==> src/hdl/sfe_pkg.sv <==
// constants, types and command codes shared by the serial flash command front end
package sfe_pkg;

	// command codes
	localparam logic [7:0] OP_READ = 8'h03;
	localparam logic [7:0] OP_FAST_READ = 8'h0B;
	localparam logic [7:0] OP_SECT_ERASE = 8'h20;
	localparam logic [7:0] OP_BLK32_ERASE = 8'h52;
	localparam logic [7:0] OP_BLK64_ERASE = 8'hD8;
	localparam logic [7:0] OP_CHIP_ERASE_A = 8'h60;
	localparam logic [7:0] OP_CHIP_ERASE_B = 8'hC7;
	localparam logic [7:0] OP_BYTE_PROG = 8'h02;
	localparam logic [7:0] OP_AUTO_PROG = 8'hAD;
	localparam logic [7:0] OP_STATUS_READ = 8'h05;
	localparam logic [7:0] OP_STATUS_UNLOCK = 8'h50;
	localparam logic [7:0] OP_STATUS_WRITE = 8'h01;
	localparam logic [7:0] OP_WRITE_ENABLE = 8'h06;
	localparam logic [7:0] OP_WRITE_DISABLE = 8'h04;
	localparam logic [7:0] OP_ID_READ_A = 8'h90;
	localparam logic [7:0] OP_ID_READ_B = 8'hAB;
	localparam logic [7:0] OP_STD_ID_READ = 8'h9F;
	localparam logic [7:0] OP_BUSY_SO_EN = 8'h70;
	localparam logic [7:0] OP_BUSY_SO_DIS = 8'h80;

	// framing counts
	localparam logic [2:0] BIT_LAST = 3'h7;
	localparam logic [1:0] ADDR_LAST = 2'h2;
	localparam logic [1:0] ID_LAST = 2'h2;

	// status byte layout: lock, auto mode, level[3:0], write latch, busy
	localparam int ST_BUSY = 0;
	localparam int ST_LATCH = 1;
	localparam int ST_LEVEL_LO = 2;
	localparam int ST_AUTO = 6;
	localparam int ST_LOCK = 7;

	// values after reset
	localparam logic LOCK_RST = 1'h0;
	localparam logic [3:0] LEVEL_RST = 4'h7;

	// array geometry and erase spans
	localparam logic [23:0] ARRAY_TOP = 24'h1FFFFF;
	localparam logic [23:0] SECT_SPAN = 24'h000FFF;
	localparam logic [23:0] BLK32_SPAN = 24'h007FFF;
	localparam logic [23:0] BLK64_SPAN = 24'h00FFFF;
	localparam logic [23:0] WORD_SPAN = 24'h000001;
	localparam logic [23:0] WORD_STEP = 24'h000002;

	// lowest protected address per level; level 0 lies above the array
	localparam logic [23:0] PROT_BASE [8] = '{24'h200000, 24'h1F0000, 24'h1E0000, 24'h1C0000,
		24'h180000, 24'h100000, 24'h000000, 24'h000000};

	typedef enum logic [6:0] {
		ST_OPC = 7'h01,
		ST_ADDR = 7'h02,
		ST_DUMMY = 7'h04,
		ST_DIN = 7'h08,
		ST_DOUT = 7'h10,
		ST_DONE = 7'h20,
		ST_IGN = 7'h40
	} sfe_state_t;

	typedef enum logic [2:0] {
		REQ_BYTE = 3'h0,
		REQ_WORD = 3'h1,
		REQ_SECT = 3'h2,
		REQ_BLK32 = 3'h3,
		REQ_BLK64 = 3'h4,
		REQ_CHIP = 3'h5
	} sfe_req_kind_t;

	typedef struct packed {
		sfe_req_kind_t kind;
		logic [23:0] addr;
		logic [15:0] data;
	} sfe_req_t;

	typedef struct packed {
		logic chipSelN;
		logic sclk;
		logic serIn;
		logic wpN;
	} sfe_pins_t;

	localparam sfe_pins_t PINS_IDLE = '{chipSelN: 1'b1, sclk: 1'b0, serIn: 1'b0, wpN: 1'b1};
	localparam int REQ_W = $bits(sfe_req_t);

endpackage

==> src/hdl/sfe_front_end.sv <==
// serial flash command front end with its write request fifo
`timescale 1ns/1ns

module sfe_fifo import sfe_pkg::*; #(
	parameter int WIDTH = REQ_W,
	parameter int DEPTH = 16
) (
	input wire logic sys_clk,
	input wire logic nrst,
	input wire logic inValid,
	output logic inReady,
	input wire logic [WIDTH-1:0] inData,
	output logic outValid,
	input wire logic outReady,
	output logic [WIDTH-1:0] outData
);
	localparam int AW = $clog2(DEPTH);

	logic [WIDTH-1:0] mem [DEPTH];
	logic [AW:0] wrPtr_r;
	logic [AW:0] rdPtr_r;

	// extra pointer bit tells full from empty without a counter
	assign outValid = wrPtr_r != rdPtr_r;
	assign inReady = (wrPtr_r[AW] == rdPtr_r[AW]) || (wrPtr_r[AW-1:0] != rdPtr_r[AW-1:0]);
	assign outData = mem[rdPtr_r[AW-1:0]];

	// storage needs no reset, only pointers define content
	always_ff @(posedge sys_clk) begin
		if (inValid && inReady) begin
			mem[wrPtr_r[AW-1:0]] <= inData;
		end
	end

	always_ff @(posedge sys_clk or negedge nrst) begin
		if (!nrst) begin
			wrPtr_r <= '0;
		end else if (inValid && inReady) begin
			wrPtr_r <= wrPtr_r + {{AW{1'b0}}, 1'b1};
		end
	end

	always_ff @(posedge sys_clk or negedge nrst) begin
		if (!nrst) begin
			rdPtr_r <= '0;
		end else if (outValid && outReady) begin
			rdPtr_r <= rdPtr_r + {{AW{1'b0}}, 1'b1};
		end
	end
endmodule // sfe_fifo

module sfe_front_end import sfe_pkg::*; #(
	parameter logic [7:0] MAKER_ID = 8'h5A, // arbitrary value
	parameter logic [7:0] DEVICE_ID = 8'h3C, // arbitrary value
	parameter logic [7:0] ID_TYPE = 8'h26, // arbitrary value
	parameter logic [7:0] ID_CAPACITY = 8'h41, // arbitrary value
	parameter int FIFO_DEPTH = 16
) (
	input wire logic sys_clk,
	input wire logic nrst,
	input wire sfe_pins_t pins,
	output logic soOut,
	output logic soOe,
	output logic [23:0] memAddr,
	input wire logic [7:0] memRdData,
	output logic reqValid,
	input wire logic reqReady,
	output sfe_req_t reqData,
	input wire logic arrayBusy,
	output logic [7:0] statusByte
);
	sfe_pins_t pinMeta_r;
	sfe_pins_t pinSync_r;
	logic sclkPrev_r;
	logic csPrev_r;
	logic csAct;
	logic csRise;
	logic sckRise;
	logic sckFall;
	logic [2:0] bitCnt_r;
	logic [7:0] shIn_r;
	logic [7:0] rxByte;
	logic byteDone;
	sfe_state_t state_r;
	sfe_state_t opcNext;
	sfe_state_t addrNext;
	logic [7:0] opcode_r;
	logic [1:0] byteCnt_r;
	logic [23:0] addr_r;
	logic [1:0] idIdx_r;
	logic [15:0] dataBuf_r;
	logic [7:0] shOut_r;
	logic soBit_r;
	logic [7:0] txByte;
	logic writeLatch_r;
	logic protLock_r;
	logic [3:0] protLevel_r;
	logic autoProgMode_r;
	logic busyToSo_r;
	logic statusUnlock_r;
	logic [23:0] aaiAddr_r;
	logic pend_r;
	sfe_req_t pendReq_r;
	logic fifoInReady;
	logic busyNow;
	logic hwBusy;
	logic execNow;
	logic isWriteOp;
	logic protHit;
	logic cmdAllowed;
	logic [23:0] tgtBase;
	logic [23:0] tgtSpan;
	logic [23:0] tgtStart;
	logic [23:0] tgtEnd;
	sfe_req_kind_t reqKind;

	// pins come from the host domain, two flops before any use
	always_ff @(posedge sys_clk or negedge nrst) begin
		if (!nrst) begin
			pinMeta_r <= PINS_IDLE;
			pinSync_r <= PINS_IDLE;
			sclkPrev_r <= 1'b0;
			csPrev_r <= 1'b0;
		end else begin
			pinMeta_r <= pins;
			pinSync_r <= pinMeta_r;
			sclkPrev_r <= pinSync_r.sclk;
			csPrev_r <= !pinSync_r.chipSelN;
		end
	end

	// edges found independently of clock idle level
	assign csAct = !pinSync_r.chipSelN;
	assign csRise = csPrev_r && !csAct;
	assign sckRise = csAct && pinSync_r.sclk && !sclkPrev_r;
	assign sckFall = csAct && !pinSync_r.sclk && sclkPrev_r;

	// input shifter; bit count restarts whenever select is released
	assign rxByte = {shIn_r[6:0], pinSync_r.serIn};
	assign byteDone = sckRise && (bitCnt_r == BIT_LAST);

	always_ff @(posedge sys_clk or negedge nrst) begin
		if (!nrst) begin
			bitCnt_r <= '0;
			shIn_r <= '0;
		end else if (!csAct) begin
			bitCnt_r <= '0;
		end else if (sckRise) begin
			shIn_r <= rxByte;
			bitCnt_r <= bitCnt_r + 3'h1;
		end
	end

	// what follows the opcode byte
	always_comb begin
		unique case (rxByte)
			OP_READ, OP_FAST_READ, OP_BYTE_PROG, OP_ID_READ_A, OP_ID_READ_B: opcNext = ST_ADDR;
			OP_SECT_ERASE, OP_BLK32_ERASE, OP_BLK64_ERASE: opcNext = ST_ADDR;
			OP_AUTO_PROG: opcNext = autoProgMode_r ? ST_DIN : ST_ADDR;
			OP_STATUS_READ, OP_STD_ID_READ: opcNext = ST_DOUT;
			OP_STATUS_WRITE: opcNext = ST_DIN;
			OP_WRITE_ENABLE, OP_WRITE_DISABLE, OP_STATUS_UNLOCK, OP_CHIP_ERASE_A, OP_CHIP_ERASE_B: opcNext = ST_DONE;
			OP_BUSY_SO_EN, OP_BUSY_SO_DIS: opcNext = ST_DONE;
			default: opcNext = ST_IGN;
		endcase
	end

	// what follows the third address byte
	always_comb begin
		unique case (opcode_r)
			OP_FAST_READ: addrNext = ST_DUMMY;
			OP_READ, OP_ID_READ_A, OP_ID_READ_B: addrNext = ST_DOUT;
			OP_BYTE_PROG, OP_AUTO_PROG: addrNext = ST_DIN;
			default: addrNext = ST_DONE; // erases carry no data
		endcase
	end

	// command framing; deselect always returns to opcode decode
	always_ff @(posedge sys_clk or negedge nrst) begin
		if (!nrst) begin
			state_r <= ST_OPC;
			opcode_r <= '0;
			byteCnt_r <= '0;
		end else if (!csAct) begin
			state_r <= ST_OPC;
			byteCnt_r <= '0;
		end else if (byteDone) begin
			unique case (state_r)
				ST_OPC: begin
					opcode_r <= rxByte;
					state_r <= opcNext;
				end
				ST_ADDR: begin
					byteCnt_r <= byteCnt_r + 2'h1;
					if (byteCnt_r == ADDR_LAST) begin
						byteCnt_r <= '0;
						state_r <= addrNext;
					end
				end
				ST_DUMMY: state_r <= ST_DOUT; // one whole dummy byte
				ST_DIN: begin
					byteCnt_r <= byteCnt_r + 2'h1;
					// one data byte, or two for auto-increment
					if (opcode_r != OP_AUTO_PROG || byteCnt_r == 2'h1) begin
						state_r <= ST_DONE;
					end
				end
				ST_DOUT, ST_DONE, ST_IGN: state_r <= state_r; // surplus bytes ignored
			endcase
		end
	end

	// address capture and read pointer with wrap at the top
	always_ff @(posedge sys_clk or negedge nrst) begin
		if (!nrst) begin
			addr_r <= '0;
			idIdx_r <= '0;
		end else if (byteDone && state_r == ST_OPC) begin
			addr_r <= '0;
			idIdx_r <= '0;
		end else if (byteDone && state_r == ST_ADDR) begin
			addr_r <= {addr_r[15:0], rxByte}; // msb first
		end else if (byteDone && state_r == ST_DOUT) begin
			addr_r <= (addr_r + 24'h1) & ARRAY_TOP;
			idIdx_r <= (idIdx_r == ID_LAST) ? 2'h0 : idIdx_r + 2'h1;
		end
	end

	assign memAddr = addr_r & ARRAY_TOP;

	// data bytes of program and status write commands
	always_ff @(posedge sys_clk or negedge nrst) begin
		if (!nrst) begin
			dataBuf_r <= '0;
		end else if (byteDone && state_r == ST_DIN) begin
			dataBuf_r <= {dataBuf_r[7:0], rxByte};
		end
	end

	// byte to send next, chosen by the command in progress
	always_comb begin
		unique case (opcode_r)
			OP_READ, OP_FAST_READ: txByte = memRdData;
			OP_STATUS_READ: txByte = statusByte; // repeats every byte
			OP_ID_READ_A, OP_ID_READ_B: txByte = addr_r[0] ? DEVICE_ID : MAKER_ID;
			OP_STD_ID_READ: txByte = (idIdx_r == 2'h0) ? MAKER_ID : ((idIdx_r == 2'h1) ? ID_TYPE : ID_CAPACITY);
			default: txByte = 8'hFF;
		endcase
	end

	// busy indication replaces data only while auto-increment mode lasts
	assign busyNow = pend_r || reqValid || arrayBusy;
	assign hwBusy = autoProgMode_r && busyToSo_r;

	// output shifter changes after falling edges, loads a byte at each boundary
	always_ff @(posedge sys_clk or negedge nrst) begin
		if (!nrst) begin
			shOut_r <= '0;
			soBit_r <= 1'b0;
		end else if (!csAct) begin
			shOut_r <= '0;
			soBit_r <= 1'b0;
		end else if (state_r == ST_DOUT) begin
			if (sckFall && bitCnt_r == 3'h0) begin
				soBit_r <= txByte[7];
				shOut_r <= {txByte[6:0], 1'b0};
			end else if (sckFall) begin
				soBit_r <= shOut_r[7];
				shOut_r <= {shOut_r[6:0], 1'b0};
			end
		end else if (hwBusy) begin
			soBit_r <= !busyNow; // low while busy
		end
	end

	assign soOut = soBit_r;
	assign soOe = csAct && (state_r == ST_DOUT || (hwBusy && state_r != ST_IGN));

	// write target and its protection
	always_comb begin
		tgtBase = addr_r & ARRAY_TOP;
		tgtSpan = '0;
		reqKind = REQ_BYTE;
		isWriteOp = 1'b1;
		unique case (opcode_r)
			OP_BYTE_PROG: reqKind = REQ_BYTE;
			OP_AUTO_PROG: begin
				tgtBase = autoProgMode_r ? aaiAddr_r : (addr_r & ARRAY_TOP);
				tgtSpan = WORD_SPAN;
				reqKind = REQ_WORD;
			end
			OP_SECT_ERASE: begin
				tgtSpan = SECT_SPAN; // bits below 12 ignored
				reqKind = REQ_SECT;
			end
			OP_BLK32_ERASE: begin
				tgtSpan = BLK32_SPAN;
				reqKind = REQ_BLK32;
			end
			OP_BLK64_ERASE: begin
				tgtSpan = BLK64_SPAN;
				reqKind = REQ_BLK64;
			end
			OP_CHIP_ERASE_A, OP_CHIP_ERASE_B: begin
				tgtSpan = ARRAY_TOP; // any protected part blocks it
				reqKind = REQ_CHIP;
			end
			default: isWriteOp = 1'b0;
		endcase
	end

	assign tgtStart = tgtBase & ~tgtSpan;
	assign tgtEnd = tgtStart | tgtSpan;
	// level bit 3 is reserved and never enters the range
	assign protHit = tgtEnd >= PROT_BASE[protLevel_r[2:0]];
	// whole final byte, no partial one, and still framed as complete
	assign execNow = csRise && state_r == ST_DONE && bitCnt_r == 3'h0;
	// in auto-increment mode only continuation and write disable act
	assign cmdAllowed = !autoProgMode_r || opcode_r == OP_AUTO_PROG || opcode_r == OP_WRITE_DISABLE;

	// status bits, auto-increment state and the pending request
	always_ff @(posedge sys_clk or negedge nrst) begin
		if (!nrst) begin
			writeLatch_r <= 1'b0;
			protLock_r <= LOCK_RST;
			protLevel_r <= LEVEL_RST;
			autoProgMode_r <= 1'b0;
			busyToSo_r <= 1'b0;
			statusUnlock_r <= 1'b0;
			aaiAddr_r <= '0;
			pend_r <= 1'b0;
			pendReq_r <= '0;
		end else begin
			if (pend_r && fifoInReady) begin
				pend_r <= 1'b0;
			end
			if (execNow && cmdAllowed) begin
				unique case (opcode_r)
					OP_WRITE_ENABLE: writeLatch_r <= 1'b1;
					OP_WRITE_DISABLE: begin
						writeLatch_r <= 1'b0;
						autoProgMode_r <= 1'b0;
					end
					OP_STATUS_UNLOCK: statusUnlock_r <= 1'b1;
					OP_STATUS_WRITE: begin
						// pin high overrides the lock; pin low with lock set freezes
						if ((writeLatch_r || statusUnlock_r) && (pinSync_r.wpN || !protLock_r)) begin
							protLock_r <= dataBuf_r[ST_LOCK];
							protLevel_r <= dataBuf_r[ST_AUTO-1:ST_LEVEL_LO];
						end
						writeLatch_r <= 1'b0;
						statusUnlock_r <= 1'b0;
					end
					OP_BUSY_SO_EN: busyToSo_r <= 1'b1;
					OP_BUSY_SO_DIS: busyToSo_r <= 1'b0;
					default: begin
						// protected targets are dropped silently
						if (isWriteOp && writeLatch_r && !pend_r && !protHit) begin
							pend_r <= 1'b1; // self-timed write begins here
							pendReq_r <= '{kind: reqKind, addr: tgtStart, data: dataBuf_r};
							if (reqKind == REQ_WORD) begin
								autoProgMode_r <= 1'b1;
								aaiAddr_r <= (tgtStart + WORD_STEP) & ARRAY_TOP;
								// no wrap while programming: the top word ends the mode
								if (tgtEnd == ARRAY_TOP) begin
									autoProgMode_r <= 1'b0;
									writeLatch_r <= 1'b0;
								end
							end else begin
								writeLatch_r <= 1'b0;
							end
						end
					end
				endcase
			end
		end
	end

	// registered status image; one cycle behind its sources
	always_ff @(posedge sys_clk or negedge nrst) begin
		if (!nrst) begin
			statusByte <= {LOCK_RST, 1'b0, LEVEL_RST, 1'b0, 1'b0};
		end else begin
			statusByte <= {protLock_r, autoProgMode_r, protLevel_r, writeLatch_r, busyNow};
		end
	end

	// a stalled back end holds the request here; busy stays set meanwhile
	sfe_fifo #(
		.WIDTH(REQ_W),
		.DEPTH(FIFO_DEPTH)
	) reqFifo (
		.sys_clk(sys_clk),
		.nrst(nrst),
		.inValid(pend_r),
		.inReady(fifoInReady),
		.inData(pendReq_r),
		.outValid(reqValid),
		.outReady(reqReady),
		.outData(reqData)
	);
endmodule // sfe_front_end

==> config.mk <==
export PLATFORM = sky130hd
export DESIGN_NAME = sfe_front_end
export DESIGN_NICKNAME = d
export VERILOG_FILES = /design/src/hdl/sfe_pkg.sv /design/src/hdl/sfe_front_end.sv
export SDC_FILE = /design/constraint.sdc
export NUM_CORES = 1
export LEC_CHECK = 0
export ABC_AREA = 1
export BUFFER_PORTS_ARGS = -buffer_cell sky130_fd_sc_hd__buf_2
export CELL_PAD_IN_SITES_DETAIL_PLACEMENT = 1
export CELL_PAD_IN_SITES_GLOBAL_PLACEMENT = 1
export CORE_MARGIN = 8
export CORE_UTILIZATION = 55
export CTS_CLUSTER_DIAMETER = 60
export CTS_CLUSTER_SIZE = 24
export DETAILED_ROUTE_END_ITERATION = 7
export GPL_ROUTABILITY_DRIVEN = 0
export PLACE_DENSITY = 0.87
export RECOVER_POWER = 100
export SLEW_MARGIN = 5
export SYNTH_ARGS = -nofsm -noshare
export SYNTH_HDL_FRONTEND = slang
export SYNTH_SLANG_ARGS = --single-unit
==> constraint.sdc <==
create_clock -name sys_clk -period 6.9 [get_ports sys_clk]
set_input_delay 0.69 -clock sys_clk [delete_from_list [all_inputs] [get_ports sys_clk]]
set_output_delay 0.69 -clock sys_clk [all_outputs]
set_load 0.005 [all_outputs]
==> impl_metrics.csv <==
group,metric,value,unit
grt,grt_pass1_vias,25785,
detailed_routing,ant_nets,0,
sta,period_share,85.3,%
sta,finalHoldViolations,0,
worst_setup_path,cp_cell_sequence,"xor2_1, nor4_1, nand2_1, nand2_1, inv_1, nand2_1, nor2_1, buf_4",
clock_tree,numCtsBuffers,51,
synth,avgSynthCellArea,11.6,sq um
sta,fmax,170,MHz
grt,gr-total-overflow,0,
worst_setup_path,path_common_cell,"nand2_1",
grt,antenna_found_initial,4,
clock_tree,cts-htree-levels,2,
power_and_ir_drop,p_per_area,311,mW/mm^2
sta,maxSlewViolCount,964,
sta,setup_tns,0,ns
detailed_routing,firstDrtPassIters,5,
placement,place_inst,3759,
sta,worst_pin_slew,3.95,ns
floorplan,core-area,0.0617,sq mm
floorplan,die_h,266,um
sta,rsz0062_at_grt,"false",
worst_setup_path,arrival,6.15,ns
cells_and_area,diodes,0,
floorplan,dieArea,0.0706,sq mm
floorplan,io_pins,94,
floorplan,initial_core_util,55.6,%
synth,synthCells,2958,
synth,synth_area_leaders,"edfxtp_1 (56%), dfrtp_1 (12%), nor2_1 (5.3%), nand2_1 (4.8%), o21ai_0 (3.9%)",
placement,detailed_place.area,0.0355,sq mm
power_and_ir_drop,p_total,11.5,mW
power_and_ir_drop,ir_drop,0.297,mV
worst_setup_path,startpoint_type,"flip-flop",
outcome,status,"complete, but fails checks",
synth,synth_area,0.0343,sq mm
floorplan,dieWidth,266,um
outcome,violations,"capacitance limit, slew limit",
synth,synth_enable_flop_cells,640,
worst_hold_path,hold_class,"input port to flip-flop",
synth,synthMostInstantiatedCell,"edfxtp_1",
detailed_routing,drt_iter0_markers,2579,
clock_tree,cts_hold_buf,0,
worst_setup_path,slowest_delay,2.80,ns
synth,synth_cell_type_count,50,
grt,grt_pass1_wl,153000,um
clock_tree,cts.clk_slew.worst_paths,0.09,ns
grt,grt_max_degree,153,
synth,yosysTopAreaCellShare,56.0,%
placement,hpwlAfterDp,60700,um
sta,fin_worst_skew,0.0426,ns
cells_and_area,fin_area,0.0370,sq mm
worst_setup_path,critPathTopFamily,"simple AND/OR/NAND/NOR gates",
detailed_routing,num_vias,24239,
cells_and_area,layout.cells.non_filler,3850,
cells_and_area,drive_gt1_share,5.94,%
detailed_routing,viasPerCell,6.30,
clock_tree,cts_tree,"yes",
worst_setup_path,critPathKind,"flip-flop to flip-flop",
clock_tree,cts_buffer_depth,3,
worst_setup_path,cp_data_required_time,7.16,ns
clock_tree,cts_root_buf,"clkbuf_16",
synth,synthTopCellsByCount,"edfxtp_1 (640), nor2_1 (480), nand2_1 (442)",
synth,yosysWarnings,0,
detailed_routing,drc,0,
worst_setup_path,critPathMaxFanout,93,
placement,numPortBuffers,87,
worst_setup_path,crit_path_top_delay_cell,"nor2_1",
detailed_routing,drt-total-wl,102000,um
clock_tree,cts_sinks,812,
worst_setup_path,path_buf_inv,2,
clock_tree,post-cts-setup-buffers,0,
synth,synth-main-ff-cell,"edfxtp_1",
sta,finalSetupViolations,0,
synth,async_reset_ff_share,21.2,%
synth,synth_top_area_cell,"edfxtp_1",
job,maxCapViolations,24,
grt,track_usage,28.3,%
synth,ys_seq_elements,812,
cells_and_area,syn_to_final_growth,7.79,%
power_and_ir_drop,p_leak,11.8,nW
floorplan,rows,91,
detailed_routing,wl_per_cell,26.5,um
sta,layout_min_cycle_time,5.89,ns
worst_setup_path,end_kind,"flip-flop",
clock_tree,clk_latency,0.63,ns
cells_and_area,final_nets,3009,
synth,ys_seq_area_share,68.6,%
clock_tree,cts_resized,0,
sta,slew_headroom,-163,%
==> power breakdown <==
part           leakage [nW]  internal [mW]  switching [mW]
Combinational          4.26          0.787            1.93
Sequential             6.73           5.25           0.243
Clock                 0.821           1.50            1.80
==> final timing paths <==
path | startpoint | to | slack [ns] | cells after the start
max | reqFifo.rdPtr_r[1]$_DFFE_PN0P_ | reqFifo.mem[13][18]$_DFFE_PP_ | 1.01 | 8
min | pins[3] | pinMeta_r[3]$_DFF_PN1_ | 0.16 | 1
max reg2reg | reqFifo.rdPtr_r[1]$_DFFE_PN0P_ | reqFifo.mem[13][18]$_DFFE_PP_ | 1.01 | 8
min reg2reg | pinMeta_r[0]$_DFF_PN1_ | pinSync_r[0]$_DFF_PN1_ | 0.35 | 0
max in group asynchronous | nrst | dataBuf_r[5]$_DFFE_PN0P_ | 1.81 | 2
min in group asynchronous | nrst | statusByte[5]$_DFF_PN0_ | 1.24 | 1
==> cell type report <==
| type | instances | area (sq um) |
|---|---|---|
| clock inverter | 29 | 350 |
| clock buffer | 62 | 1350 |
| multi-input combinational | 1810 | 9440 |
| tap | 837 | 1050 |
| timing repair buffer | 122 | 563 |
| sequential | 812 | 23500 |
| fill | 6375 | 24700 |
| inverter | 178 | 676 |
==> kinds of logic after synthesis <==
group	Yosys count	share of synthesized area, %
fa+ha+maj	18	0.657
simple gates	1109	13.2
xor+xnor	38	0.970
other cells	1	0.0109
flops	812	68.6
buf+inv	341	4.01
compound gates	575	10.7
mux	64	1.87
==> registers in the layout, summed over array words and instances (netlist names), 8 cells and up <==
register     count
aaiAddr_r       20
addr_r          21
dataBuf_r       16
opcode_r         8
pendReq_r       40
reqFifo.mem    640
statusByte       8
==> metrics by stage <==
step | worst slack, ns | utilization, % | hold WS, ns
floorplan | 3.51 | - | 0.331
global placement | 2.73 | 57.5 | 0.339
detailed placement | 2.52 | 57.5 | 0.339
CTS | 1.72 | 60.3 | 0.0303
global route | 0.808 | 59.9 | 0.131
finish | 1.01 | 59.9 | 0.165
==> cell usage in the layout, fill, tap and decap left out, types with 18 or more instances in the layout <==
cell type	Yosys	routed
clkbuf_1	120	77
o211ai_1	30	30
o22ai_1	19	19
a21oi_1	21	21
nor2_1	480	472
edfxtp_1	640	640
ha_1	18	18
nand3_1	125	127
dfrtp_1	161	158
o221ai_1	64	64
xor2_1	31	31
buf_2	23	34
mux2i_1	63	63
inv_1	168	170
nand2_1	442	444
o21ai_0	266	311
o32ai_1	98	98
clkbuf_16	0	52
==> metal layers <==
metal	global-route usage [%]	wire [um]
met1	34.3	38200
met2	49.5	51800
met3	4.73	7340
met4	12.8	4800
met5	0	41
(Power assumes the default switching activity.)
